### config.mk
export PLATFORM = sky130hd
export DESIGN_NAME = selftest_processor_flat
export DESIGN_NICKNAME = d
export VERILOG_FILES = /design/src/selftest_pkg.sv /design/src/selftest_if.sv /design/src/selftest_processor.sv /design/src/flat_wrapper.sv
export SDC_FILE = /design/constraint.sdc
export NUM_CORES = 1
export LEC_CHECK = 0
export BUFFER_PORTS_ARGS = -buffer_cell sky130_fd_sc_hd__buf_4
export CELL_PAD_IN_SITES_DETAIL_PLACEMENT = 1
export CELL_PAD_IN_SITES_GLOBAL_PLACEMENT = 1
export CORE_ASPECT_RATIO = 0.5
export CORE_MARGIN = 1.5
export CORE_UTILIZATION = 25
export DETAILED_ROUTE_END_ITERATION = 10
export GPL_TIMING_DRIVEN = 1
export PLACE_DENSITY_LB_ADDON = 0.1
export SLEW_MARGIN = 25
export SYNTH_ARGS = -nofsm -noshare
export SYNTH_HDL_FRONTEND = slang
export SYNTH_SLANG_ARGS = --single-unit
export TNS_END_PERCENT = 1
### constraint.sdc
create_clock -name mclk -period 1.65 [get_ports mclk]
set_clock_uncertainty 0.2 [all_clocks]
set_input_delay 0.2475 -clock mclk [delete_from_list [all_inputs] [get_ports mclk]]
set_output_delay 0.2475 -clock mclk [all_outputs]
set_load 0.005 [all_outputs]
### src/selftest_pkg.sv
// Shared constants and types for the self-test fail code indicator
package selftest_pkg;
    localparam int unsigned   COUNT_W       = 4;
    localparam logic [3:0]    COUNT_CLEARED = 4'h0;
    localparam logic [3:0]    COUNT_ONE     = 4'h1;
    localparam logic [3:0]    STEPS_ALL_OK  = 4'hF;
    localparam logic [1:0]    SYNC_RESET    = 2'h3;
    localparam int unsigned   LAMP_MSB_BIT  = 3;
    localparam int unsigned   LAMP_LSB_BIT  = 0;

    // Processor-side sequencer states, Gray coded from ST_IDLE through the step loop
    typedef enum logic [2:0] {
        ST_IDLE  = 3'b000,
        ST_CLEAR = 3'b001,
        ST_WAIT  = 3'b011,
        ST_STEPL = 3'b010,
        ST_STEPH = 3'b110,
        ST_DONE  = 3'b111
    } seq_state_t;
endpackage

### src/selftest_if.sv
// Link between the fail code indicator and the main processor
`timescale 1ns/1ns
`default_nettype none
interface selftest_if;
    logic power_on_line_n;
    logic cpu_reset_n;
    logic fail_count_clear_n;
    logic fail_count_step_n;

    modport indicator (
        input  power_on_line_n,
        output cpu_reset_n,
        input  fail_count_clear_n,
        input  fail_count_step_n
    );
    modport main_processor (
        output power_on_line_n,
        input  cpu_reset_n,
        output fail_count_clear_n,
        output fail_count_step_n
    );
endinterface
`default_nettype wire

### src/selftest_processor.sv
// Processor end: drives the clear and step strobes of the fail counter
`timescale 1ns/1ns
`default_nettype none
module selftest_processor
    import selftest_pkg::*;
(
    input  wire logic         mclk,
    input  wire logic         rst,
    selftest_if.main_processor link,
    input  wire logic         power_cycle,
    input  wire logic         preset_key,
    input  wire logic         bus_preset,
    input  wire logic         test_done,
    input  wire logic         test_failed,
    input  wire logic [3:0]   test_number,
    output logic              routine_running,
    output logic              routine_reset
);
    typedef struct packed {
        seq_state_t  st;
        logic [3:0]  left;
        logic        clr_n;
        logic        stp_n;
        logic        run;
        logic [1:0]  rs1;
        logic [1:0]  rs2;
    } proc_state_t;

    proc_state_t s_q;
    proc_state_t s_d;
    logic        cpu_rst_n_s;

    // Power cycle and preset key both pull the power-on line low
    assign link.power_on_line_n   = ~(power_cycle | preset_key);
    assign link.fail_count_clear_n = s_q.clr_n;
    assign link.fail_count_step_n  = s_q.stp_n;
    assign routine_running         = s_q.run;
    assign cpu_rst_n_s             = s_q.rs2[1];
    // Bus preset resets under program control, not via the power-on line
    assign routine_reset           = ~cpu_rst_n_s | bus_preset;

    always_comb begin
        s_d     = s_q;
        s_d.rs1 = {s_q.rs1[0], link.cpu_reset_n};
        s_d.rs2 = {s_q.rs2[0], s_q.rs1[1]};
        case (s_q.st)
            ST_IDLE: begin
                s_d.clr_n = 1'b1;
                s_d.stp_n = 1'b1;
                if (routine_reset) begin
                    s_d.st    = ST_CLEAR;
                    s_d.clr_n = 1'b0;
                    s_d.run   = 1'b1;
                end
            end
            ST_CLEAR: begin
                if (!routine_reset) begin
                    s_d.clr_n = 1'b1;
                    s_d.st    = ST_WAIT;
                end
            end
            ST_WAIT: begin
                if (test_failed) begin
                    s_d.left = STEPS_ALL_OK - test_number;
                    s_d.st   = ST_STEPL;
                end else if (test_done) begin
                    s_d.left = STEPS_ALL_OK;
                    s_d.st   = ST_STEPL;
                end
            end
            ST_STEPL: begin
                if (s_q.left == COUNT_CLEARED) begin
                    s_d.st = ST_DONE;
                end else begin
                    s_d.stp_n = 1'b0;
                    s_d.st    = ST_STEPH;
                end
            end
            ST_STEPH: begin
                s_d.stp_n = 1'b1;
                s_d.left  = s_q.left - COUNT_ONE;
                s_d.st    = ST_STEPL;
            end
            ST_DONE: begin
                // Failed test keeps running its own routine
                s_d.run = test_failed;
                if (routine_reset) begin
                    s_d.st = ST_IDLE;
                end
            end
            default: s_d.st = ST_IDLE;
        endcase
    end

    always_ff @(posedge mclk or posedge rst) begin
        if (rst) begin
            s_q <= '{st: ST_IDLE, left: COUNT_CLEARED, clr_n: 1'b1,
                     stp_n: 1'b1, run: 1'b0, rs1: SYNC_RESET,
                     rs2: SYNC_RESET};
        end else begin
            s_q <= s_d;
        end
    end
endmodule
`default_nettype wire

### src/flat_wrapper.sv
// flat-port wrapper written by rule: the top's interface ports become plain ports
module selftest_processor_flat import selftest_pkg::*;
  (mclk, rst, power_cycle, preset_key, bus_preset, test_done, test_failed, test_number, routine_running, routine_reset, link_power_on_line_n, link_cpu_reset_n, link_fail_count_clear_n, link_fail_count_step_n);
  selftest_if link_i ();
  input  wire logic mclk;
  input  wire logic rst;
  input  wire logic power_cycle;
  input  wire logic preset_key;
  input  wire logic bus_preset;
  input  wire logic test_done;
  input  wire logic test_failed;
  input  wire logic [3:0] test_number;
  output logic routine_running;
  output logic routine_reset;
  output wire logic [$bits(link_i.power_on_line_n)-1:0] link_power_on_line_n;
  input wire logic [$bits(link_i.cpu_reset_n)-1:0] link_cpu_reset_n;
  output wire logic [$bits(link_i.fail_count_clear_n)-1:0] link_fail_count_clear_n;
  output wire logic [$bits(link_i.fail_count_step_n)-1:0] link_fail_count_step_n;
  assign link_power_on_line_n = link_i.power_on_line_n;
  assign link_i.cpu_reset_n = link_cpu_reset_n;
  assign link_fail_count_clear_n = link_i.fail_count_clear_n;
  assign link_fail_count_step_n = link_i.fail_count_step_n;
  selftest_processor u_core (.mclk(mclk), .rst(rst), .link(link_i), .power_cycle(power_cycle), .preset_key(preset_key), .bus_preset(bus_preset), .test_done(test_done), .test_failed(test_failed), .test_number(test_number), .routine_running(routine_running), .routine_reset(routine_reset));
endmodule
After elaboration in Yosys (flattened, before gate mapping)
Index checks and enable logic that the tools add are counted.

word-level totals
  register bits after elaboration = 14
  input port bits = 12
  word-level logic and storage cells = 50
  output and inout bits = 5

cells by class
  equal/unequal tests = 10
  $add $sub $neg = 2
  mux-type cells = 15
  bitwise operators = 4
  reductions and logical operators = 12

operators by type and width
  operator                                                             count
  3-bit case mux with 6 select lines                                   1
  7-bit two-way mux                                                    2
  3-bit two-way mux                                                    3
  2-bit inequality test (second input constant)                        4
  4-bit case mux with 2 select lines                                   1
  2-bit AND reduction                                                  4
  2-bit nonzero test                                                   4
  3-bit by 2-bit == test with 1-bit output (second input constant)     2
  3-bit == test (second input constant)                                2
  1-bit case mux with 2 select lines                                   3
  1-bit two-way mux                                                    5
  4-bit logical NOT                                                    1
  4-bit AND reduction                                                  1
  4-bit by 1-bit subtractor with 4-bit output (second input constant)  1
  4-bit subtractor (first input constant)                              1
  3-bit by 1-bit == test with 1-bit output (second input constant)     1
  3-bit logical NOT                                                    1
  3-bit inequality test (second input constant)                        1
  1-bit inverter                                                       2
  1-bit bitwise OR                                                     2
  2-bit OR reduction                                                   1

Depth between registers and ports, before layout
Gate-level depths: netlist of run 1.

  word-level depth = 4
  gate-level depth with buffers = 6
  mapped depth without buffers = 6

Worst setup path after synthesis of run 1
Ideal clock, no wire load.

  path type = reg2reg
  start point = register u_core.s_q (netlist bit u_core.cpu_rst_n_s)
  end point = register u_core.s_q[11] in the netlist's numbering
  clock period less this slack = 1.378 ns
  setup time = 0.123 ns
  slack = 0.272 ns
  arrival = 1.055 ns
  required time = 1.327 ns
  path buffers = 0
  cell stages (with the launch flop) = 6
  path through = dfstp_2 > nor2b_1 > inv_2 > nor2_1 > a2bb2oi_1 > o21ai_1

on the way
  cells in the longest elaborated chain, start to end = 4
  elaborated cells on any way between the ends = 6
  classes of those cells = eq/ne (3); bitwise (2); reduce/logical (1)

ends and longest elaborated chain
  what                                    line                      source
  start: declaration                      selftest_processor.sv:29  proc_state_t s_q;
  start signal: assignment                selftest_processor.sv:97  s_q <= '{st: ST_IDLE, left: COUNT_CLEARED, clr_n: 1'b1,
  1-bit inverter *                        selftest_processor.sv:40  assign routine_reset = ~cpu_rst_n_s | bus_preset;
  1-bit bitwise OR *                      selftest_processor.sv:40
  named net routine_reset                 flat_wrapper.sv:14        output logic routine_reset;
  2-bit inequality test (no source line)  n/a
  4-bit AND reduction (no source line) *  n/a

The timed path passes the listed nets; every way through them passes the cells marked *.
A chain may end at the register's enable or synchronous reset.

Final worst setup path of run 1
  start point = register u_core.s_q (netlist bit u_core.cpu_rst_n_s)
  end point = output routine_reset

on the way
  cells in the longest elaborated chain, start to end = 2

ends and longest elaborated chain
  what              line
  1-bit inverter    selftest_processor.sv:40
  1-bit bitwise OR  selftest_processor.sv:40
  end: declaration  flat_wrapper.sv:14

No other way between the ends.

==> results.py, run 1 <==
metrics = {
    "outcome": {
        "status": "finished clean",
    },
    "critical_path": {
        "cp-start-kind": "flop",
        "end_kind": "primary output",
        "crit_slowest_cell": "dfstp_2",
        "worst_path_largest_cell_delay_ps": 520,
        "rrSetupSlack_ps": 170,
        "crit_arrival_ps": 1110,
        "crit_type": "reg2out",
        "path_max_fanout": 5,
        "required_ps": 1200,
        "timing.rr.start": "u_core.s_q[13]",
        "r2r_end": "u_core.s_q[10]",
        "reg2regPathDepth": 4,
        "path_cells": "nor2b_4, inv_2, buf_4",
    },
    "logic_synthesis": {
        "syn_area_um2": 713.2,
        "synth_edf_count": 0,
        "synth_flop_cell": "dfrtp_1",
        "ys_top_cells_by_count": "nor2_1 (9), dfrtp_1 (8), nand2_1 (8), a21oi_1 (7)",
        "synth_most_common_cell": "nor2_1",
        "synth.top_cells.by_area": "dfrtp_1 (28%), dfstp_2 (22%), a21oi_1 (4.9%)",
        "yosys.cell_types.count": 28,
        "synthArstFlopShare": 1.000,
        "synth.top_cell.area_share": 0.2807,
        "synth_largest_area_cell": "dfrtp_1",
        "postSynthAreaPerCell_um2": 9.384,
        "synth_warnings": 0,
        "synth.net_count": 90,
        "syn_inst": 76,
        "ys_seq_elements": 14,
        "synth_sequential_area_ratio": 0.5018,
    },
    "floorplan": {
        "core-area_mm2": 0.002651,
        "die_area_mm2": 0.003201,
        "die_w_um": 78.54,
        "die_h_um": 40.77,
        "initial_core_util": 0.2690,
        "row_count": 13,
        "ios": 17,
    },
    "clock_network": {
        "cts.path.max_buffers": 2,
        "cts_buffers": 3,
        "path_clk_slew_ps": 60,
        "clk_latency_ps": 250,
        "clock_sinks": 14,
        "cts.root.buffer_cell": "clkbuf_8",
        "htree_levels": 1,
        "cts_tree": "yes",
    },
    "detailed_routing": {
        "viasPerCell": 4.622,
        "num_vias": 624,
        "antenna_left": 0,
        "drc": 0,
        "drtIter0Drc": 11,
        "drtPass1Iterations": 3,
        "wl_per_cell_um": 12.56,
        "wirelength_mm": 1.695,
    },
    "run": {
        "maxCapViolations": 0,
    },
    "final_layout": {
        "fill_cells": 319,
        "nets": 113,
        "instances_no_fill": 135,
        "diodes": 0,
        "syn_to_final_growth_pct": 35.26,
        "drive_above_1_share": 0.3265,
        "utilization": 0.3639,
    },
    "worst_hold_path": {
        "hold_end": "u_core.link.fail_count_clear_n",
        "min_from": "bus_preset",
        "hold_class": "in2reg",
        "holdPathStages": 4,
    },
    "global_route": {
        "grt_first_pass_wirelength_mm": 2.891,
        "grtUsageTotal": 0.1260,
        "grt-ovfl-total": 0,
        "antenna_found_initial": 0,
        "grt_pass1_vias": 622,
        "grt_max_degree": 15,
    },
    "timing": {
        "setup_tns_ps": 0,
        "tightest_slew_ps": 551.2,
        "final_hold_viol_count": 0,
        "final.period_utilization": 0.9457,
        "maxSlewHeadroom": 0.6321,
        "layout_min_cycle_time_ps": 1560,
        "finalSetupViolCount": 0,
        "maxSlewViolCount": 0,
        "fmax_mhz": 640.9,
        "rsz0062_at_grt": "no",
    },
    "power": {
        "pwr_density_cell_mw_per_mm2": 1765,
        "p_total_uw": 1702,
        "p_leak_uw": 0.0004423,
        "ir_worst_vdd_uv": 637.3,
    },
    "placed_design": {
        "io_buffers": 16,
        "gp_congestion": 0.7449,
        "hpwl_mm": 1.299,
        "dpl.cell_count": 129,
    },
}
-- per-stage QoR --
stage          hold slack, ps  area (µm²)  setup slack (ps)
2_1_floorplan          -67.57       713.2             271.5
3_3_place_gp            134.9       882.1             169.8
3_5_place_dp            136.7       882.1             179.4
4_1_cts                 73.47       959.7             34.74
5_1_grt                 98.46       964.7             25.97
6_report                80.83       964.7             89.63
-- sequential cells by signal, summed over array words and instances (netlist names), named ones only --
| name | count |
|---|---|
| u_core.cpu_rst_n_s | 1 |
| u_core.link.fail_count_clear_n | 1 |
| u_core.link.fail_count_step_n | 1 |
| u_core.routine_running | 1 |
| u_core.s_d | 3 |
| u_core.s_q | 6 |
-- worst max-delay path: cells and delay by family, from the launching register on --
| family | cells | cell delay, ps |
|---|---|---|
| buffers and inverters | 2 | 200 |
| flip-flops | 1 | 520 |
| AND/OR/NAND/NOR | 1 | 150 |
-- cells by family after synthesis --
logic type      after synthesis  share of synthesized area
fa+ha+maj                     2                    0.03508
flops                        14                     0.5017
compound gates               21                     0.1842
buf+inv                       8                    0.05436
simple gates                 31                     0.2246
-- layer usage --
layer  track usage  part of all wire
met1        0.1523              0.48
met2        0.2047              0.45
met3       0.06000             0.061
met4       0.04018             0.014
met5             0                 0
-- worst max path at each step --
stage | slack (ps) | to | depth (start not counted) | from
4_1_cts | 30 | routine_reset | 3 | u_core.cpu_rst_n_s
3_5_place_dp | 180 | u_core.s_q[11] | 5 | u_core.cpu_rst_n_s
6_report | 90 | routine_reset | 3 | u_core.cpu_rst_n_s
3_3_place_gp | 170 | u_core.s_q[11] | 5 | u_core.cpu_rst_n_s
2_1_floorplan | 270 | u_core.s_q[11] | 5 | u_core.cpu_rst_n_s
5_1_grt | 30 | routine_reset | 3 | u_core.cpu_rst_n_s
-- where the power goes --
| group | switching (µW) | internal (µW) | total (µW) |
|---|---|---|---|
| Clock | 122 | 211 | 333 |
| Sequential | 113 | 495 | 608 |
| Combinational | 407 | 354 | 761 |
| Total | 642 | 1060 | 1700 |
-- repair_timing --
item                                   4_1_cts  5_1_grt
setup endpoints to repair                    1        1
hold buffers                                 2        0
resized for setup                            1        1
setup buffers                                0        0
endpoints found under the hold margin        9        0
-- layout make-up --
type                    instances  area [µm²]  share of cell area
clock buffers                   4       55.05             0.05707
inverters                       5       18.77             0.01946
multi-input cells              54       324.1              0.3359
flip-flops and latches         14       357.8              0.3709
well taps                      37       46.29             0.04799
repair buffers                 21       162.7              0.1686
-- cell usage in the layout (no fill, tap or decap), drive strengths merged, types with 2 or more instances in the layout --
cell type,n
a21oi,7
and3b,2
buf,19
clkbuf,4
dfrtp,8
dfstp,6
dlygate4sd3,2
ha,2
inv,5
nand2,8
nand3,3
nand3b,2
nor2,9
o211ai,2
o21ai,6
o31ai,2
Note: power is estimated with default switching activity, not from simulation.
==> inputs of run 2 (changes only) <==
--- a/config.mk
+++ b/config.mk
@@ -6,4 +6,5 @@
 export NUM_CORES = 1
 export LEC_CHECK = 0
+export ABC_AREA = 1
 export BUFFER_PORTS_ARGS = -buffer_cell sky130_fd_sc_hd__buf_4
 export CELL_PAD_IN_SITES_DETAIL_PLACEMENT = 1
--- a/constraint.sdc
+++ b/constraint.sdc
@@ -3,3 +3,3 @@
 set_input_delay 0.2475 -clock mclk [delete_from_list [all_inputs] [get_ports mclk]]
 set_output_delay 0.2475 -clock mclk [all_outputs]
-set_load 0.005 [all_outputs]
+set_load 0.05 [all_outputs]
==> results.py, run 2 <==
metrics = {
    "floorplan": {
        "die_h_um": 41.59,
        "die_w_um": 80.18,
        "die_area_mm2": 0.003334,
        "initial_core_util": 0.2741,
        "core-area_mm2": 0.002716,
        "row_count": 13,
        "ios": 17,
    },
    "timing": {
        "layout_min_cycle_time_ps": 1596,
        "tightest_slew_ps": 541.6,
        "finalSetupViolCount": 0,
        "rsz0062_at_grt": "yes",
        "final_hold_viol_count": 0,
        "maxSlewViolCount": 0,
        "hold_slack_ps": 111.9,
        "final.period_utilization": 0.9671,
        "setup_tns_ps": 0,
        "maxSlewHeadroom": 0.6386,
        "fmax_mhz": 626.7,
    },
    "detailed_routing": {
        "drc": 0,
        "wl_per_cell_um": 12.82,
        "viasPerCell": 4.560,
        "num_vias": 684,
        "drtIter0Drc": 23,
        "antenna_left": 0,
        "wirelength_mm": 1.923,
        "drtPass1Iterations": 4,
    },
    "clock_network": {
        "postCtsSetupBuffers": 0,
        "cts.root.buffer_cell": "clkbuf_8",
        "cts_tree": "yes",
        "clk_latency_ps": 240,
        "clock_sinks": 14,
        "cts_buffers": 3,
        "cts.path.max_buffers": 2,
        "htree_levels": 1,
        "path_clk_slew_ps": 60,
    },
    "worst_hold_path": {
        "hold_class": "in2reg",
    },
    "final_layout": {
        "utilization": 0.3690,
        "top_register": "u_core.s_q",
        "syn_to_final_growth_pct": 34.62,
        "final_common_cell": "nand2_1",
        "final_cell_mix": "nand2_1 (24), buf_4 (16), inv_1 (10)",
        "instances_no_fill": 150,
        "nets": 128,
        "largest_reg_flops": 6,
        "diodes": 0,
        "drive_above_1_share": 0.3540,
        "fill_cells": 327,
    },
    "placed_design": {
        "io_buffers": 16,
        "gp_congestion": 0.7699,
        "hpwl_mm": 1.557,
        "dpl.cell_count": 144,
    },
    "global_route": {
        "antenna_found_initial": 0,
        "grtUsageTotal": 0.1370,
        "grt_max_degree": 15,
        "grt_pass1_vias": 701,
        "grt-ovfl-total": 0,
        "grt_first_pass_wirelength_mm": 3.394,
    },
    "logic_synthesis": {
        "ys_top_cells_by_count": "nand2_1 (24), inv_1 (11), dfrtp_1 (8), nor2_1 (8)",
        "syn_area_um2": 744.5,
        "synth_sequential_area_ratio": 0.4807,
        "yosys.cell_types.count": 25,
        "syn_inst": 91,
        "synth.top_cells.by_area": "dfrtp_1 (27%), dfstp_2 (21%), nand2_1 (12%)",
        "synth.top_cell.area_share": 0.2689,
        "synth_largest_area_cell": "dfrtp_1",
        "synthArstFlopShare": 1.000,
        "synth.net_count": 105,
        "postSynthAreaPerCell_um2": 8.181,
        "synth_most_common_cell": "nand2_1",
        "synth_edf_count": 0,
        "synth_flop_cell": "dfrtp_1",
        "synth_warnings": 0,
        "ys_seq_elements": 14,
    },
    "power": {
        "pwr_density_cell_mw_per_mm2": 1785,
        "p_leak_uw": 0.0004903,
        "swShare": 0.4418,
        "cell_internal_pwr_uw": 998.5,
        "p_total_uw": 1789,
        "pwr-share-clk": 0.188,
        "ir_worst_vdd_uv": 463.1,
        "seqPwrFrac": 0.361,
        "p_switching_uw": 790.3,
        "p_comb_frac": 0.451,
    },
    "outcome": {
        "status": "finished clean",
    },
    "critical_path": {
        "required_ps": 1200,
        "end_kind": "primary output",
        "cp-start-kind": "flop",
        "crit_arrival_ps": 1150,
        "crit_type": "reg2out",
        "path_max_fanout": 4,
    },
    "run": {
        "maxCapViolations": 0,
    },
}
-- run 2: final timing paths --
kind	start	end	slack [ps]	cells past startpoint
max in group asynchronous	rst	u_core.s_d[1]	470	3
min reg2reg	u_core.s_d[3]	u_core.s_d[0]	160	0
max	u_core.cpu_rst_n_s	routine_reset	50	4
max reg2reg	u_core.s_q[13]	u_core.s_q[11]	150	7
min	test_number[0]	u_core.s_q[7]	110	4
min in group asynchronous	rst	u_core.s_q[7]	410	3
-- run 2: what timing repair did --
| item | CTS | global route |
|---|---|---|
| gates cloned | 0 | 0 |
| endpoints found under the hold margin | 9 | 0 |
| resized for setup | 3 | 2 |
| hold buffers | 2 | 0 |
| endpoints found under the setup margin | 1 | 2 |
-- run 2: through the flow --
step	setup slack (ps)	cell area, µm²
floorplan	180.0	744.5
global placement	162.9	910.9
detailed placement	82.39	910.9
CTS	13.03	997.2
global route	-1.889	1002
finish	54.27	1002
-- run 2: worst max-delay path, cell delays in order, from the launching register on --
cell and delay, ps:
dfstp_2 510, inv_1 50, nor2_4 130, inv_2 70
buf_6 150
-- run 2: cells by family (layout without fill, tap and decap cells) --
kind of cell               after synthesis  in the layout  synth area share
AOI/OAI and AO/OA                       12             12            0.1009
DFF                                     14             14            0.4807
adders and majority gates                2              2           0.03361
buffers and inverters                   14             36           0.07730
and+or+nand+nor                         49             49            0.3076
-- run 2: power by group through the flow --
| stage | Clock (µW) | Combinational (µW) | Sequential [µW] |
|---|---|---|---|
| 2_1_floorplan | 0 | 507 | 695 |
| 3_3_place_gp | 0 | 779 | 629 |
| 3_5_place_dp | 0 | 807 | 643 |
| 4_1_cts | 345 | 817 | 640 |
| 5_1_grt | 371 | 908 | 672 |
| 6_report | 337 | 807 | 645 |
-- run 2: final cells by class --
class                      count  area, µm²  area share
inverter                      13      50.05     0.04994
timing repair buffer          19      151.4      0.1511
tap                           37      46.29     0.04619
multi-input combinational     63      341.6      0.3408
sequential                    14      357.8      0.3571
clock buffer                   4      55.05     0.05493
-- run 2: routing by layer --
metal	part of all wire	track usage
met1	0.47	0.1827
met4	0	0.02069
met5	0	0
met3	0.047	0.05275
met2	0.48	0.2151
==> inputs of run 3 (changes only) <==
- ABC_CLOCK_PERIOD_IN_PS: not set -> 1650
- PLACE_DENSITY: not set -> 0.62
- PLACE_DENSITY_LB_ADDON: 0.1 -> not set
==> results.py, run 3 (same netlist as run 2, synthesis figures left out) <==
metrics = {
    "critical_path": {
        "cp-start-kind": "flop",
        "path_max_fanout": 4,
        "required_ps": 1200,
        "crit_arrival_ps": 1140,
        "crit_type": "reg2out",
        "worst_path_largest_cell_delay_ps": 510,
        "path_cells": "inv_1, nor2_4, inv_2, buf_6",
        "end_kind": "primary output",
        "crit_slowest_cell": "dfstp_2",
    },
    "timing": {
        "rsz0062_at_grt": "no",
        "layout_min_cycle_time_ps": 1590,
        "final.period_utilization": 0.9634,
        "setup_tns_ps": 0,
        "tightest_slew_ps": 536.4,
        "maxSlewViolCount": 0,
        "final_hold_viol_count": 0,
        "hold_slack_ps": 133.0,
        "fmax_mhz": 629.1,
        "finalSetupViolCount": 0,
        "maxSlewHeadroom": 0.6420,
    },
    "final_layout": {
        "nets": 129,
        "final_cell_mix": "nand2_1 (24), buf_4 (17), inv_1 (10)",
        "syn_to_final_growth_pct": 35.63,
        "multi_input_area_um2": 341.6,
        "seq_area_um2": 357.8,
        "fill_cells": 334,
        "final_common_cell": "nand2_1",
        "largest_reg_flops": 6,
        "final_area_mm2": 0.001010,
        "drive_above_1_share": 0.3684,
        "top_register": "u_core.s_q",
        "diodes": 0,
    },
    "clock_network": {
        "cts.path.max_buffers": 2,
        "cts_tree": "yes",
        "clk_latency_ps": 250,
        "clock_sinks": 14,
        "cts_buffers": 3,
        "cts.root.buffer_cell": "clkbuf_8",
        "htree_levels": 1,
        "path_clk_slew_ps": 60,
    },
    "power": {
        "ir_worst_vdd_uv": 508.3,
        "pwr_density_cell_mw_per_mm2": 1743,
        "p_leak_uw": 0.0004959,
        "p_total_uw": 1760,
    },
    "placed_design": {
        "hpwl_mm": 1.350,
        "dpl_cell_area_um2": 918.4,
        "gp_congestion": 0.7737,
        "io_buffers": 16,
    },
    "detailed_routing": {
        "num_vias": 654,
        "antenna_left": 0,
        "drc": 0,
        "drtIter0Drc": 10,
        "viasPerCell": 4.331,
        "wl_per_cell_um": 11.36,
        "wirelength_mm": 1.715,
        "drtPass1Iterations": 3,
    },
    "floorplan": {
        "initial_core_util": 0.2741,
        "core-area_mm2": 0.002716,
        "die_h_um": 41.59,
        "ios": 17,
        "row_count": 13,
        "die_w_um": 80.18,
        "die_area_mm2": 0.003334,
    },
    "global_route": {
        "grt-ovfl-total": 0,
        "grt_pass1_vias": 661,
        "antenna_found_initial": 0,
        "grtUsageTotal": 0.1219,
        "grt_first_pass_wirelength_mm": 2.987,
        "grt_max_degree": 15,
    },
    "outcome": {
        "status": "finished clean",
    },
    "worst_hold_path": {
        "hold_class": "in2reg",
    },
    "run": {
        "maxCapViolations": 0,
    },
}
-- run 3: report_power, final --
part	internal (µW)	switching, µW	total (µW)
clock network	211	125	337
logic	299	492	791
registers	489	143	632
-- run 3: what timing repair did --
action,CTS,global route
endpoints found under the hold margin,9,0
hold buffers,2,0
setup buffers,0,0
gates resized for setup,2,3
setup endpoints to repair,1,2
pin swaps,0,0
-- run 3: layout make-up --
cell class / count / share of cell area
inverter: 13 / 0.04957
clock buffer: 4 / 0.05452
tap: 37 / 0.04585
sequential: 14 / 0.3544
multi-input combinational: 63 / 0.3383
timing repair buffer: 20 / 0.1574
-- run 3: through the flow --
stage,util,std cells,setup WS [ps]
2_1_floorplan,-,91,180.0
3_3_place_gp,0.3381,145,186.4
3_5_place_dp,0.3381,145,154.2
4_1_cts,0.3685,151,4.136
5_1_grt,0.3717,151,13.31
6_report,0.3717,151,60.33
-- run 3: layer usage --
metal  part of all wire  track usage  wire length (µm)  vias up
met5                  0            0                 0        -
met4              0.015      0.04138                25        0
met3              0.043      0.04615                73        4
met2               0.46       0.1866               789       11
met1               0.48       0.1583               826      303
li1                   -            -                 -      336
-- run 3: worst paths after layout --
path                                     from                endpoint  slack [ps]  depth (start not counted)
max                        u_core.cpu_rst_n_s           routine_reset          60                          4
min                               test_failed  u_core.routine_running         130                          3
max reg2reg                    u_core.s_q[11]           u_core.s_q[9]         170                          7
min reg2reg                     u_core.s_d[1]      u_core.cpu_rst_n_s         160                          0
max in group asynchronous                 rst           u_core.s_d[0]         490                          3
min in group asynchronous                 rst          u_core.s_q[13]         400                          3
-- run 3: critical path, delay by kind of cell (launching register included) --
family        cells  cell delay [ps]
flops             1              510
simple gates      1              120
buf+inv           3              260
